[src/inc/uoesc_pkg.sv]
// Constants and carrier types for the OUT endpoint status and control block.
// Assumes a byte-wide register port and a serial engine on the same clock.
package uoesc_pkg;

   // Register byte addresses on the plain register port
   localparam logic [7:0] ADDR_CTL_LOW = 8'h00;
   localparam logic [7:0] ADDR_CTL_HIGH = 8'h01;
   localparam logic [7:0] ADDR_INT_STATUS = 8'h02;
   localparam logic [7:0] ADDR_INT_MASK = 8'h03;

   // Control low byte fields
   localparam int BIT_TOGGLE_CLEAR = 7;
   localparam int BIT_STALL_SENT = 6;
   localparam int BIT_STALL_REQUEST = 5;
   localparam int BIT_DISCARD = 4;
   localparam int BIT_DATA_ERROR = 3;
   localparam int BIT_OVERRUN = 2;
   localparam int BIT_BUFFER_FULL = 1;
   localparam int BIT_PACKET_READY = 0;

   // Control high byte fields
   localparam int BIT_DOUBLE_BUFFER = 7;
   localparam int BIT_ISO_MODE = 6;

   // Interrupt status and mask fields
   localparam int BIT_INT_PACKET_READY = 0;
   localparam int BIT_INT_STALL_SENT = 1;
   localparam int BIT_INT_OVERRUN = 2;
   localparam int INT_WIDTH = 3;

   // Reset values
   localparam logic [7:0] RESET_BYTE = 8'h00;
   localparam logic [INT_WIDTH-1:0] RESET_INT = 3'h0;
   localparam logic [9:0] RESET_PTR = 10'h000;

   // Packet slots in the OUT FIFO
   localparam int SLOT_COUNT = 2;

   typedef enum logic [1:0] {
      st_idle = 2'b01,
      st_discard = 2'b10
   } uoesc_state_t;

   // Packet completion from the serial engine
   typedef struct packed {
      logic valid;
      logic crc_error;
      logic stuff_error;
   } uoesc_rx_t;

   // Handshake answer to an OUT token
   typedef struct packed {
      logic valid;
      logic stall;
      logic nak;
      logic ack;
   } uoesc_hs_t;

endpackage

[src/verilog/uoesc_pkt_queue.sv]
// Occupancy and per-packet error tracking for the two OUT FIFO packet slots.
// Assumes push is never raised while full and pop only counts when a packet is held.
`timescale 1ns/1ps
`default_nettype none

module uoesc_pkt_queue
   import uoesc_pkg::*;
(
   input wire logic clk,
   input wire logic resetn,
   input wire logic push,
   input wire logic push_err,
   input wire logic pop,
   input wire logic double_buffer,
   output logic [1:0] count,
   output logic head_err,
   output logic full
);

   logic [SLOT_COUNT-1:0] err_slot;
   logic [SLOT_COUNT-1:0] next_err_slot;
   logic head;
   logic next_head;
   logic [1:0] next_count;
   logic push_ok;
   logic pop_ok;
   logic tail;

   always_comb begin
      push_ok = push && (count != 2'h2);
      pop_ok = pop && (count != 2'h0);
      tail = head ^ (count == 2'h1);
      next_err_slot = err_slot;
      for (int i = 0; i < SLOT_COUNT; i++) begin
         if (push_ok && (tail == i[0])) begin
            next_err_slot[i] = push_err;
         end
      end
      next_head = pop_ok ? ~head : head;
      next_count = count;
      if (push_ok && !pop_ok) begin
         next_count = count + 2'h1;
      end else if (pop_ok && !push_ok) begin
         next_count = count - 2'h1;
      end
      head_err = err_slot[head];
      full = double_buffer ? (count == 2'h2) : (count != 2'h0);
   end

   always_ff @(posedge clk or negedge resetn) begin
      if (!resetn) begin
         err_slot <= '0;
         head <= 1'b0;
         count <= 2'h0;
      end else begin
         err_slot <= next_err_slot;
         head <= next_head;
         count <= next_count;
      end
   end

endmodule

`default_nettype wire

[src/verilog/uoesc_top.sv]
// Status and control for one USB OUT endpoint receive FIFO.
// Assumes the serial engine and FIFO access logic run on clk; firmware uses the register port.
// Function
// - While the stall request bit is one every OUT token is answered with STALL, and clearing it ends that.
// - Writing one to the discard bit drops the oldest unread packet, resets the read pointer and clears packet ready.
// - The discard bit returns to zero by itself when the discard is done, so firmware can poll it.
// - A CRC or bit-stuffing fault in isochronous mode sets data error, which clears with packet ready.
// - A packet arriving to a full FIFO in isochronous mode sets overrun, which stays until firmware clears it.
// - Buffer full reads one with two packets held under double buffering, or one packet without it.
// - Packet ready is set when a packet is held and firmware clears it after unloading the packet.
// - Each STALL sent sets stall sent and raises an interrupt, and firmware clears stall sent.
// - With two packets queued, packet ready is set again right after firmware clears it, with a new interrupt.
//
// Strobed register access and the placing of the registers were left to the implementer.
`timescale 1ns/1ps
`default_nettype none

module uoesc_top
   import uoesc_pkg::*;
(
   input wire logic clk,
   input wire logic resetn,
   input wire logic [7:0] reg_addr,
   input wire logic [7:0] reg_wdata,
   input wire logic reg_wr,
   input wire logic reg_rd,
   output logic [7:0] reg_rdata,
   input wire logic out_token,
   input wire uoesc_rx_t rx_evt,
   input wire logic fifo_rd,
   output uoesc_hs_t hs,
   output logic [9:0] rd_ptr,
   output logic toggle_clear,
   output logic irq
);

   function automatic logic hit(input logic [7:0] addr, input logic [7:0] target);
      hit = (addr == target);
   endfunction

   uoesc_state_t state;
   uoesc_state_t next_state;
   logic stall_request;
   logic next_stall_request;
   logic stall_sent;
   logic next_stall_sent;
   logic overrun;
   logic next_overrun;
   logic packet_ready;
   logic next_packet_ready;
   logic double_buffer;
   logic next_double_buffer;
   logic iso_mode;
   logic next_iso_mode;
   logic [9:0] next_rd_ptr;
   logic next_toggle_clear;
   uoesc_hs_t next_hs;
   logic [INT_WIDTH-1:0] int_status;
   logic [INT_WIDTH-1:0] next_int_status;
   logic [INT_WIDTH-1:0] int_mask;
   logic [INT_WIDTH-1:0] next_int_mask;
   logic [INT_WIDTH-1:0] events;
   logic next_irq;
   logic [7:0] next_reg_rdata;
   logic [7:0] ctl_low_view;
   logic wr_ctl;
   logic wr_high;
   logic discard_req;
   logic ready_clear;
   logic stall_evt;
   logic overrun_evt;
   logic push;
   logic pop;
   logic [1:0] count;
   logic head_err;
   logic full;

   uoesc_pkt_queue u_queue (
      .clk(clk),
      .resetn(resetn),
      .push(push),
      .push_err(iso_mode && (rx_evt.crc_error || rx_evt.stuff_error)),
      .pop(pop),
      .double_buffer(double_buffer),
      .count(count),
      .head_err(head_err),
      .full(full)
   );

   // Endpoint control and packet flow
   always_comb begin
      wr_ctl = reg_wr && hit(reg_addr, ADDR_CTL_LOW);
      wr_high = reg_wr && hit(reg_addr, ADDR_CTL_HIGH);
      // A write that asks for a discard ignores its own packet ready bit, so one write pops once
      discard_req = wr_ctl && reg_wdata[BIT_DISCARD] && (state == st_idle);
      ready_clear = wr_ctl && !reg_wdata[BIT_DISCARD] && !reg_wdata[BIT_PACKET_READY] && packet_ready;
      stall_evt = out_token && stall_request;
      overrun_evt = rx_evt.valid && !stall_request && full && iso_mode;
      // Stalled or refused packets never reach the queue
      push = rx_evt.valid && !stall_request && !full;
      pop = ready_clear || (state == st_discard);

      next_state = state;
      unique case (state)
         st_idle: begin
            if (discard_req) begin
               next_state = st_discard;
            end
         end
         st_discard: begin
            next_state = st_idle;
         end
      endcase

      next_stall_request = wr_ctl ? reg_wdata[BIT_STALL_REQUEST] : stall_request;
      next_stall_sent = stall_sent;
      if (wr_ctl && !reg_wdata[BIT_STALL_SENT]) begin
         next_stall_sent = 1'b0;
      end
      if (stall_evt) begin
         next_stall_sent = 1'b1;
      end
      next_overrun = overrun;
      if (wr_ctl && !reg_wdata[BIT_OVERRUN]) begin
         next_overrun = 1'b0;
      end
      if (overrun_evt) begin
         next_overrun = 1'b1;
      end
      // Rises again one cycle after a pop while a second packet waits
      next_packet_ready = pop ? 1'b0 : (count != 2'h0);

      next_double_buffer = wr_high ? reg_wdata[BIT_DOUBLE_BUFFER] : double_buffer;
      next_iso_mode = wr_high ? reg_wdata[BIT_ISO_MODE] : iso_mode;

      next_rd_ptr = rd_ptr;
      if (pop) begin
         next_rd_ptr = RESET_PTR;
      end else if (fifo_rd) begin
         next_rd_ptr = rd_ptr + 10'h001;
      end
      next_toggle_clear = wr_ctl && reg_wdata[BIT_TOGGLE_CLEAR];

      // Isochronous endpoints send no handshake unless stall request is set, which still sends STALL
      next_hs.valid = out_token && (stall_request || !iso_mode);
      next_hs.stall = out_token && stall_request;
      next_hs.nak = out_token && !stall_request && !iso_mode && full;
      next_hs.ack = out_token && !stall_request && !iso_mode && !full;
   end

   always_ff @(posedge clk or negedge resetn) begin
      if (!resetn) begin
         state <= st_idle;
         stall_request <= 1'b0;
         stall_sent <= 1'b0;
         overrun <= 1'b0;
         packet_ready <= 1'b0;
         double_buffer <= 1'b0;
         iso_mode <= 1'b0;
         rd_ptr <= RESET_PTR;
         toggle_clear <= 1'b0;
         hs <= '0;
      end else begin
         state <= next_state;
         stall_request <= next_stall_request;
         stall_sent <= next_stall_sent;
         overrun <= next_overrun;
         packet_ready <= next_packet_ready;
         double_buffer <= next_double_buffer;
         iso_mode <= next_iso_mode;
         rd_ptr <= next_rd_ptr;
         toggle_clear <= next_toggle_clear;
         hs <= next_hs;
      end
   end

   // Interrupt status, mask and read port
   always_comb begin
      events = '0;
      events[BIT_INT_PACKET_READY] = next_packet_ready && !packet_ready;
      events[BIT_INT_STALL_SENT] = stall_evt;
      events[BIT_INT_OVERRUN] = overrun_evt;
      // Set beats the clear of a read in the same cycle
      next_int_status = (reg_rd && hit(reg_addr, ADDR_INT_STATUS)) ? RESET_INT : int_status;
      next_int_status = next_int_status | events;
      next_int_mask = (reg_wr && hit(reg_addr, ADDR_INT_MASK)) ? reg_wdata[INT_WIDTH-1:0] : int_mask;
      next_irq = |(next_int_status & next_int_mask);

      ctl_low_view = RESET_BYTE;
      ctl_low_view[BIT_STALL_SENT] = stall_sent;
      ctl_low_view[BIT_STALL_REQUEST] = stall_request;
      ctl_low_view[BIT_DISCARD] = (state == st_discard);
      ctl_low_view[BIT_DATA_ERROR] = packet_ready && head_err;
      ctl_low_view[BIT_OVERRUN] = overrun;
      ctl_low_view[BIT_BUFFER_FULL] = full;
      ctl_low_view[BIT_PACKET_READY] = packet_ready;

      next_reg_rdata = RESET_BYTE;
      if (reg_rd) begin
         if (hit(reg_addr, ADDR_CTL_LOW)) begin
            next_reg_rdata = ctl_low_view;
         end else if (hit(reg_addr, ADDR_CTL_HIGH)) begin
            next_reg_rdata[BIT_DOUBLE_BUFFER] = double_buffer;
            next_reg_rdata[BIT_ISO_MODE] = iso_mode;
         end else if (hit(reg_addr, ADDR_INT_STATUS)) begin
            next_reg_rdata[INT_WIDTH-1:0] = int_status;
         end else if (hit(reg_addr, ADDR_INT_MASK)) begin
            next_reg_rdata[INT_WIDTH-1:0] = int_mask;
         end
      end
   end

   always_ff @(posedge clk or negedge resetn) begin
      if (!resetn) begin
         int_status <= RESET_INT;
         int_mask <= RESET_INT;
         irq <= 1'b0;
         reg_rdata <= RESET_BYTE;
      end else begin
         int_status <= next_int_status;
         int_mask <= next_int_mask;
         irq <= next_irq;
         reg_rdata <= next_reg_rdata;
      end
   end

endmodule

`default_nettype wire

[config.mk]
export PLATFORM = sky130hd
export DESIGN_NAME = uoesc_top
export DESIGN_NICKNAME = d
export VERILOG_FILES = /design/src/inc/uoesc_pkg.sv /design/src/verilog/uoesc_pkt_queue.sv /design/src/verilog/uoesc_top.sv
export SDC_FILE = /design/constraint.sdc
export NUM_CORES = 1
export LEC_CHECK = 0
export ABC_CLOCK_PERIOD_IN_PS = 2500
export BUFFER_PORTS_ARGS = -buffer_cell sky130_fd_sc_hd__buf_2
export CORE_UTILIZATION = 50
export CTS_CLUSTER_DIAMETER = 100
export CTS_CLUSTER_SIZE = 8
export DETAILED_ROUTE_END_ITERATION = 6
export PLACE_DENSITY_LB_ADDON = 0.2
export SLEW_MARGIN = 20
export SYNTH_ARGS = -nofsm -noshare
export SYNTH_HDL_FRONTEND = slang
export SYNTH_SLANG_ARGS = --single-unit
[constraint.sdc]
create_clock -name clk -period 2.5 [get_ports clk]
set_input_delay 0.125 -clock clk [delete_from_list [all_inputs] [get_ports clk]]
set_output_delay 0.125 -clock clk [all_outputs]
set_load 0.005 [all_outputs]
# After elaboration in Yosys (flattened, before gate mapping)

Index checks and enable logic that the tools add are counted.
Widths: inputs -> output; s select.

Register bits after elaboration: 43
Input port bits: 25
Output and inout port bits: 24
Logic and storage cells: 114

Add/sub/neg operators: 3
$lt $le $gt $ge: 1
Equal/unequal tests: 9
Multiplexer cells: 24
Bitwise logic cells: 5
Reductions and logical operators: 51

Operator list:

| operator              | count |
|---|---|
| $logic_and 1x1->1     | 31 |
| $mux 3                | 7 |
| $mux 10               | 2 |
| $eq 8x2->1 const B    | 2 |
| $add 10x1->10 const B | 1 |
| $logic_not 1->1       | 10 |
| $mux 2                | 5 |
| $reduce_bool 2->1     | 5 |
| $eq 8x1->1 const B    | 1 |
| $logic_not 8->1       | 1 |
| $mux 1                | 8 |
| $mux 8                | 1 |
| $eq 2x1->1 const B    | 2 |
| $eq 2x2->1 const B    | 2 |
| $ne 2x2->1 const B    | 2 |
| $pmux 2 s2            | 1 |
| $and 3x3->3           | 1 |
| $logic_or 1x1->1      | 3 |
| $or 3x3->3            | 1 |
| $reduce_or 3->1       | 1 |
| $add 2x1->2 const B   | 1 |
| $lt 1x2->1 const B    | 1 |
| $not 1->1             | 2 |
| $sub 2x1->2 const B   | 1 |
| $xor 1x1->1           | 1 |

# Longest topological paths before layout

Word-level depth: 11
Mapped depth: 8

# Hierarchy

A second synthesis with hierarchy kept.

Cells, all modules: 181
Area total of the unflattened synthesis: 1,981.9 um^2

Modules (own cells, without submodules):

| module          | instances | cells each | area each (um^2) |
|---|---|---|---|
| uoesc_top       | 1         | 155        | 1,687.9 |
| uoesc_pkt_queue | 1         | 26         | 294.0 |

# Least setup slack after synthesis

Ideal clock, no wire load.

Kind: register -> register
From: register u_queue.count[0]
To: register u_queue.err_slot[0]
Setup time: 125 ps
Data arrival time: 1,631 ps
Data required time: 2,375 ps
Setup slack: 744 ps
Cell stages (with the launch flop): 5
Buffers on the path: 0
Period minus slack after synthesis: 1,756 ps
Cells stage by stage: dfrtp_1 -> ha_1 -> xor2_1 -> or4b_2 -> mux2_2

Cells in the longest elaborated chain, start to end: 6
Elaborated cells between the ends (all ways): 11
Classes of those cells: 3 x eq/ne; 1 x mux; 2 x bitwise; 5 x reduce/logical

Ends and longest elaborated chain:

| what                                                   | line                  | source |
|---|---|---|
| start: declaration                                     | uoesc_pkt_queue.sv:15 | `output logic [1:0] count,` |
| start signal: assignment                               | uoesc_pkt_queue.sv:58 | `count <= next_count;` |
| $eq 2x2->1 / $reduce_bool 2->1 (equally long branches) | uoesc_pkt_queue.sv:47 | `full = double_buffer ? (count == 2'h2) : (count != 2'h0);` |
| $mux 1                                                 | uoesc_pkt_queue.sv:47 |  |
| $logic_not 1->1                                        | uoesc_top.sv:100      | `push = rx_evt.valid && !stall_request && !full;` |
| $logic_and 1x1->1                                      | uoesc_top.sv:100      |  |
| $logic_and 1x1->1                                      | uoesc_pkt_queue.sv:30 | `push_ok = push && (count != 2'h2);` |
| $logic_and 1x1->1 *                                    | uoesc_pkt_queue.sv:35 | `if (push_ok && (tail == i[0])) begin` |
| end signal: assignment                                 | uoesc_pkt_queue.sv:56 | `err_slot <= next_err_slot;` |
| end: declaration                                       | uoesc_pkt_queue.sv:20 | `logic [SLOT_COUNT-1:0] err_slot;` |

Every way passes the cells marked *; elsewhere a longest branch is shown, timed or not.
A chain may end at the register's enable or synchronous reset.

# Final worst setup path

Ends and elaborated chain as after synthesis.

==> results.cfg <==
[run_status]
status = completed

[routing]
drtIter0Drc = 87
first_pass_iters = 4
via_per_inst = 5.18
drcViolationCount = 0
drt.antenna.violating_nets = 0
wl_per_cell_um = 13.7
vias = 1445
finalWirelength_um = 3830

[cells_and_area]
area_delta_synth_final_pct = 20.7
multi_input_area_um2 = 832
diodes = 0
fillers = 322
layout.nets = 260
regArea_um2 = 1080
drive_gt1_frac = 0.303

[worst_setup_path]
arrival_ns = 2.06
crit_path_max_incr_delay_ns = 0.61
critPathSlowestCell = or4b_2
critPathLaunchType = register
path_class = reg2reg
cp_max_fo = 4
required_ns = 2.68
cp-end-kind = register
path_cells = inv_1, ha_1, nor2_1, or4b_2, mux2_2

[sta]
tns_ns = 0
min_period_over_period = 0.751
fin_ws_ns = 0.624
worstMarginPinSlew_ns = 0.916
max_freq_mhz = 533
slew_headroom = 0.389
rsz0062_at_grt = false
fin_skew_ns = 0.00783
setup_viol = 0
hold_viol = 0
period_minus_slack_ns = 1.88
drv_slew = 0

[floorplanning]
die_y_um = 64.5
die_x_um = 64.5
ioPinCount = 49
start_util = 0.526
core_um2 = 3720
rows = 22
fp.dieArea_um2 = 4160

[placement]
place_congestion = 0.823
pre_cts_ws_ns = 0.644
dpl.hpwl_um = 2850
port_buffers = 47

[global_routing]
grt_usage = 0.204
antenna_found_initial = 0
met3_usage = 0.0651
use_met2 = 0.314
grt_pass1_wl_um = 6350
grt.met1_usage = 0.268
grt_overflow = 0
grt_pass1_vias = 1375
grt-busiest-layer = met2
grt_max_degree = 44

[cts]
cts.sinks = 43
htreeDepth = 2
cts_root_buf = clkbuf_8
cts_tree = yes
cts_made_buffers = 5
cts.clk_slew.worst_paths_ns = 0.07
postCtsSetupBuffers = 0
clk_path_buf_depth = 2
clock_latency_ns = 0.30

[power]
ir_drop_mv = 0.485
leakagePower_nw = 1.19
powerDensity_nw_per_um2 = 813

[yosys]
syn_nets = 207
synth_edf_count = 0
synthFlopType = dfrtp_1
synthCells = 177
syn_area_um2 = 1950
synth_cell_types = 42
yosysSeqAreaShare = 0.551
async_flop_share = 1.00
avgSynthCellArea_um2 = 11.0
synth_warnings = 0
ys_ff_latch = 43

[worst_hold_path]
hold_class = in2reg

[flow_run]
drv_cap = 0
[cell families after synthesis]
| family | count (synthesis) | share of synthesized area |
|---|---|---|
| flops | 43 | 0.551 |
| fa+ha+maj | 5 | 0.0320 |
| mux | 12 | 0.0679 |
| simple gates | 75 | 0.207 |
| xor+xnor | 13 | 0.0583 |
| buf+inv | 12 | 0.0230 |
| compound gates | 17 | 0.0602 |
[cells in the mapped netlist (2+ instances only)]
| library cell | number | share of area |
|---|---|---|
| o21ai_0 | 3 | 0.0077 |
| a21oi_1 | 4 | 0.010 |
| nand3_1 | 5 | 0.013 |
| nor2b_1 | 2 | 0.0064 |
| clkbuf_1 | 4 | 0.0077 |
| nor3_1 | 3 | 0.0077 |
| ha_1 | 5 | 0.032 |
| inv_1 | 8 | 0.015 |
| nand2b_1 | 2 | 0.0064 |
| nor3b_1 | 4 | 0.015 |
| dfrtp_1 | 42 | 0.54 |
| mux2i_1 | 5 | 0.026 |
| xor2_1 | 6 | 0.027 |
| or2_2 | 2 | 0.0064 |
| xnor2_1 | 7 | 0.031 |
| mux2_2 | 6 | 0.035 |
| nand4_1 | 6 | 0.019 |
| nand2_1 | 13 | 0.025 |
| and2_1 | 3 | 0.0096 |
| nor2_1 | 25 | 0.048 |
[where the power goes]
group	leakage [nW]	switching [mW]	internal, mW	total [mW]
Combinational	0.580	0.285	0.234	0.519
Clock	0.0515	0.228	0.252	0.480
Sequential	0.554	0.0936	0.826	0.919
[sequential cells by signal (all words and copies together) (netlist names)]
name / count
irq: 1
stall_sent: 1
stall_request: 1
reg_rdata: 8
u_queue.head: 1
int_mask: 3
u_queue.count: 2
toggle_clear: 1
u_queue.err_slot: 2
overrun: 1
state: 2
rd_ptr: 10
hs: 4
iso_mode: 1
packet_ready: 1
int_status: 3
double_buffer: 1
[final timing paths]
kind / from / end / slack, ns / depth (start not counted)
min reg2reg: stall_request / hs[0] / 0.50 / 1
max: u_queue.count[0] / u_queue.err_slot[0] / 0.62 / 5
max reg2reg: u_queue.count[0] / u_queue.err_slot[0] / 0.62 / 5
max in group asynchronous: resetn / rd_ptr[7] / 1.43 / 2
min: reg_wdata[7] / toggle_clear / 0.05 / 3
min in group asynchronous: resetn / hs[2] / 0.49 / 2
[what timing repair did]
action	4_1_cts	5_1_grt
hold buffers	1	0
endpoints found under the hold margin	37	0
gates resized for setup	0	0
[area by class of cell]
| type | instances | area share |
|---|---|---|
| clock buffers | 8 | 0.0424 |
| inverters | 8 | 0.0127 |
| multi-input cells | 122 | 0.353 |
| flip-flops and latches | 43 | 0.457 |
| well taps | 48 | 0.0255 |
| repair buffers | 50 | 0.110 |
[critical path, delay by kind of cell, from the launching register on]
kind	cells	cell delay, ns
flip-flops	1	0.41
multiplexers	1	0.29
AND/OR/NAND/NOR	2	0.71
adder cells (fa/ha/maj)	1	0.25
buffers and inverters	1	0.10
[cells in the final DEF, fill, tap and decap left out, drive strengths merged, types with 2 or more instances in the layout]
cell,synthesis,routed
a21oi,4,4
and2,3,3
nand2,13,13
clkbuf,4,8
dfrtp,42,42
nor2b,2,2
nor2,25,25
o21ai,3,3
buf,0,49
nand4,7,7
nand2b,2,2
nor4,2,2
ha,5,5
xor2,6,6
mux2i,5,5
nand3,5,5
nor3b,4,4
nor3,3,3
xnor2,7,7
mux2,7,7
or2,2,2
inv,8,8
[metrics by stage]
stage                     power (mW)  hold slack (ns)   util  instances  cell area (um^2)
after global routing            2.05           0.0439  0.635        279              2360
after floorplan                 1.28           -0.171      -        177              1950
after global placement          1.42            0.297  0.605        270              2250
after detailed placement        1.45            0.315  0.605        270              2250
after CTS                       1.94           0.0402  0.635        279              2360
final                           1.92           0.0504  0.635        279              2360
[routing by layer]
layer | vias up | share of wire
met5 | - | 0
met4 | 0 | 0.015
met3 | 7 | 0.047
met2 | 39 | 0.46
met1 | 685 | 0.47
li1 | 714 | -
No activity file was read; power rests on OpenSTA's default activity.
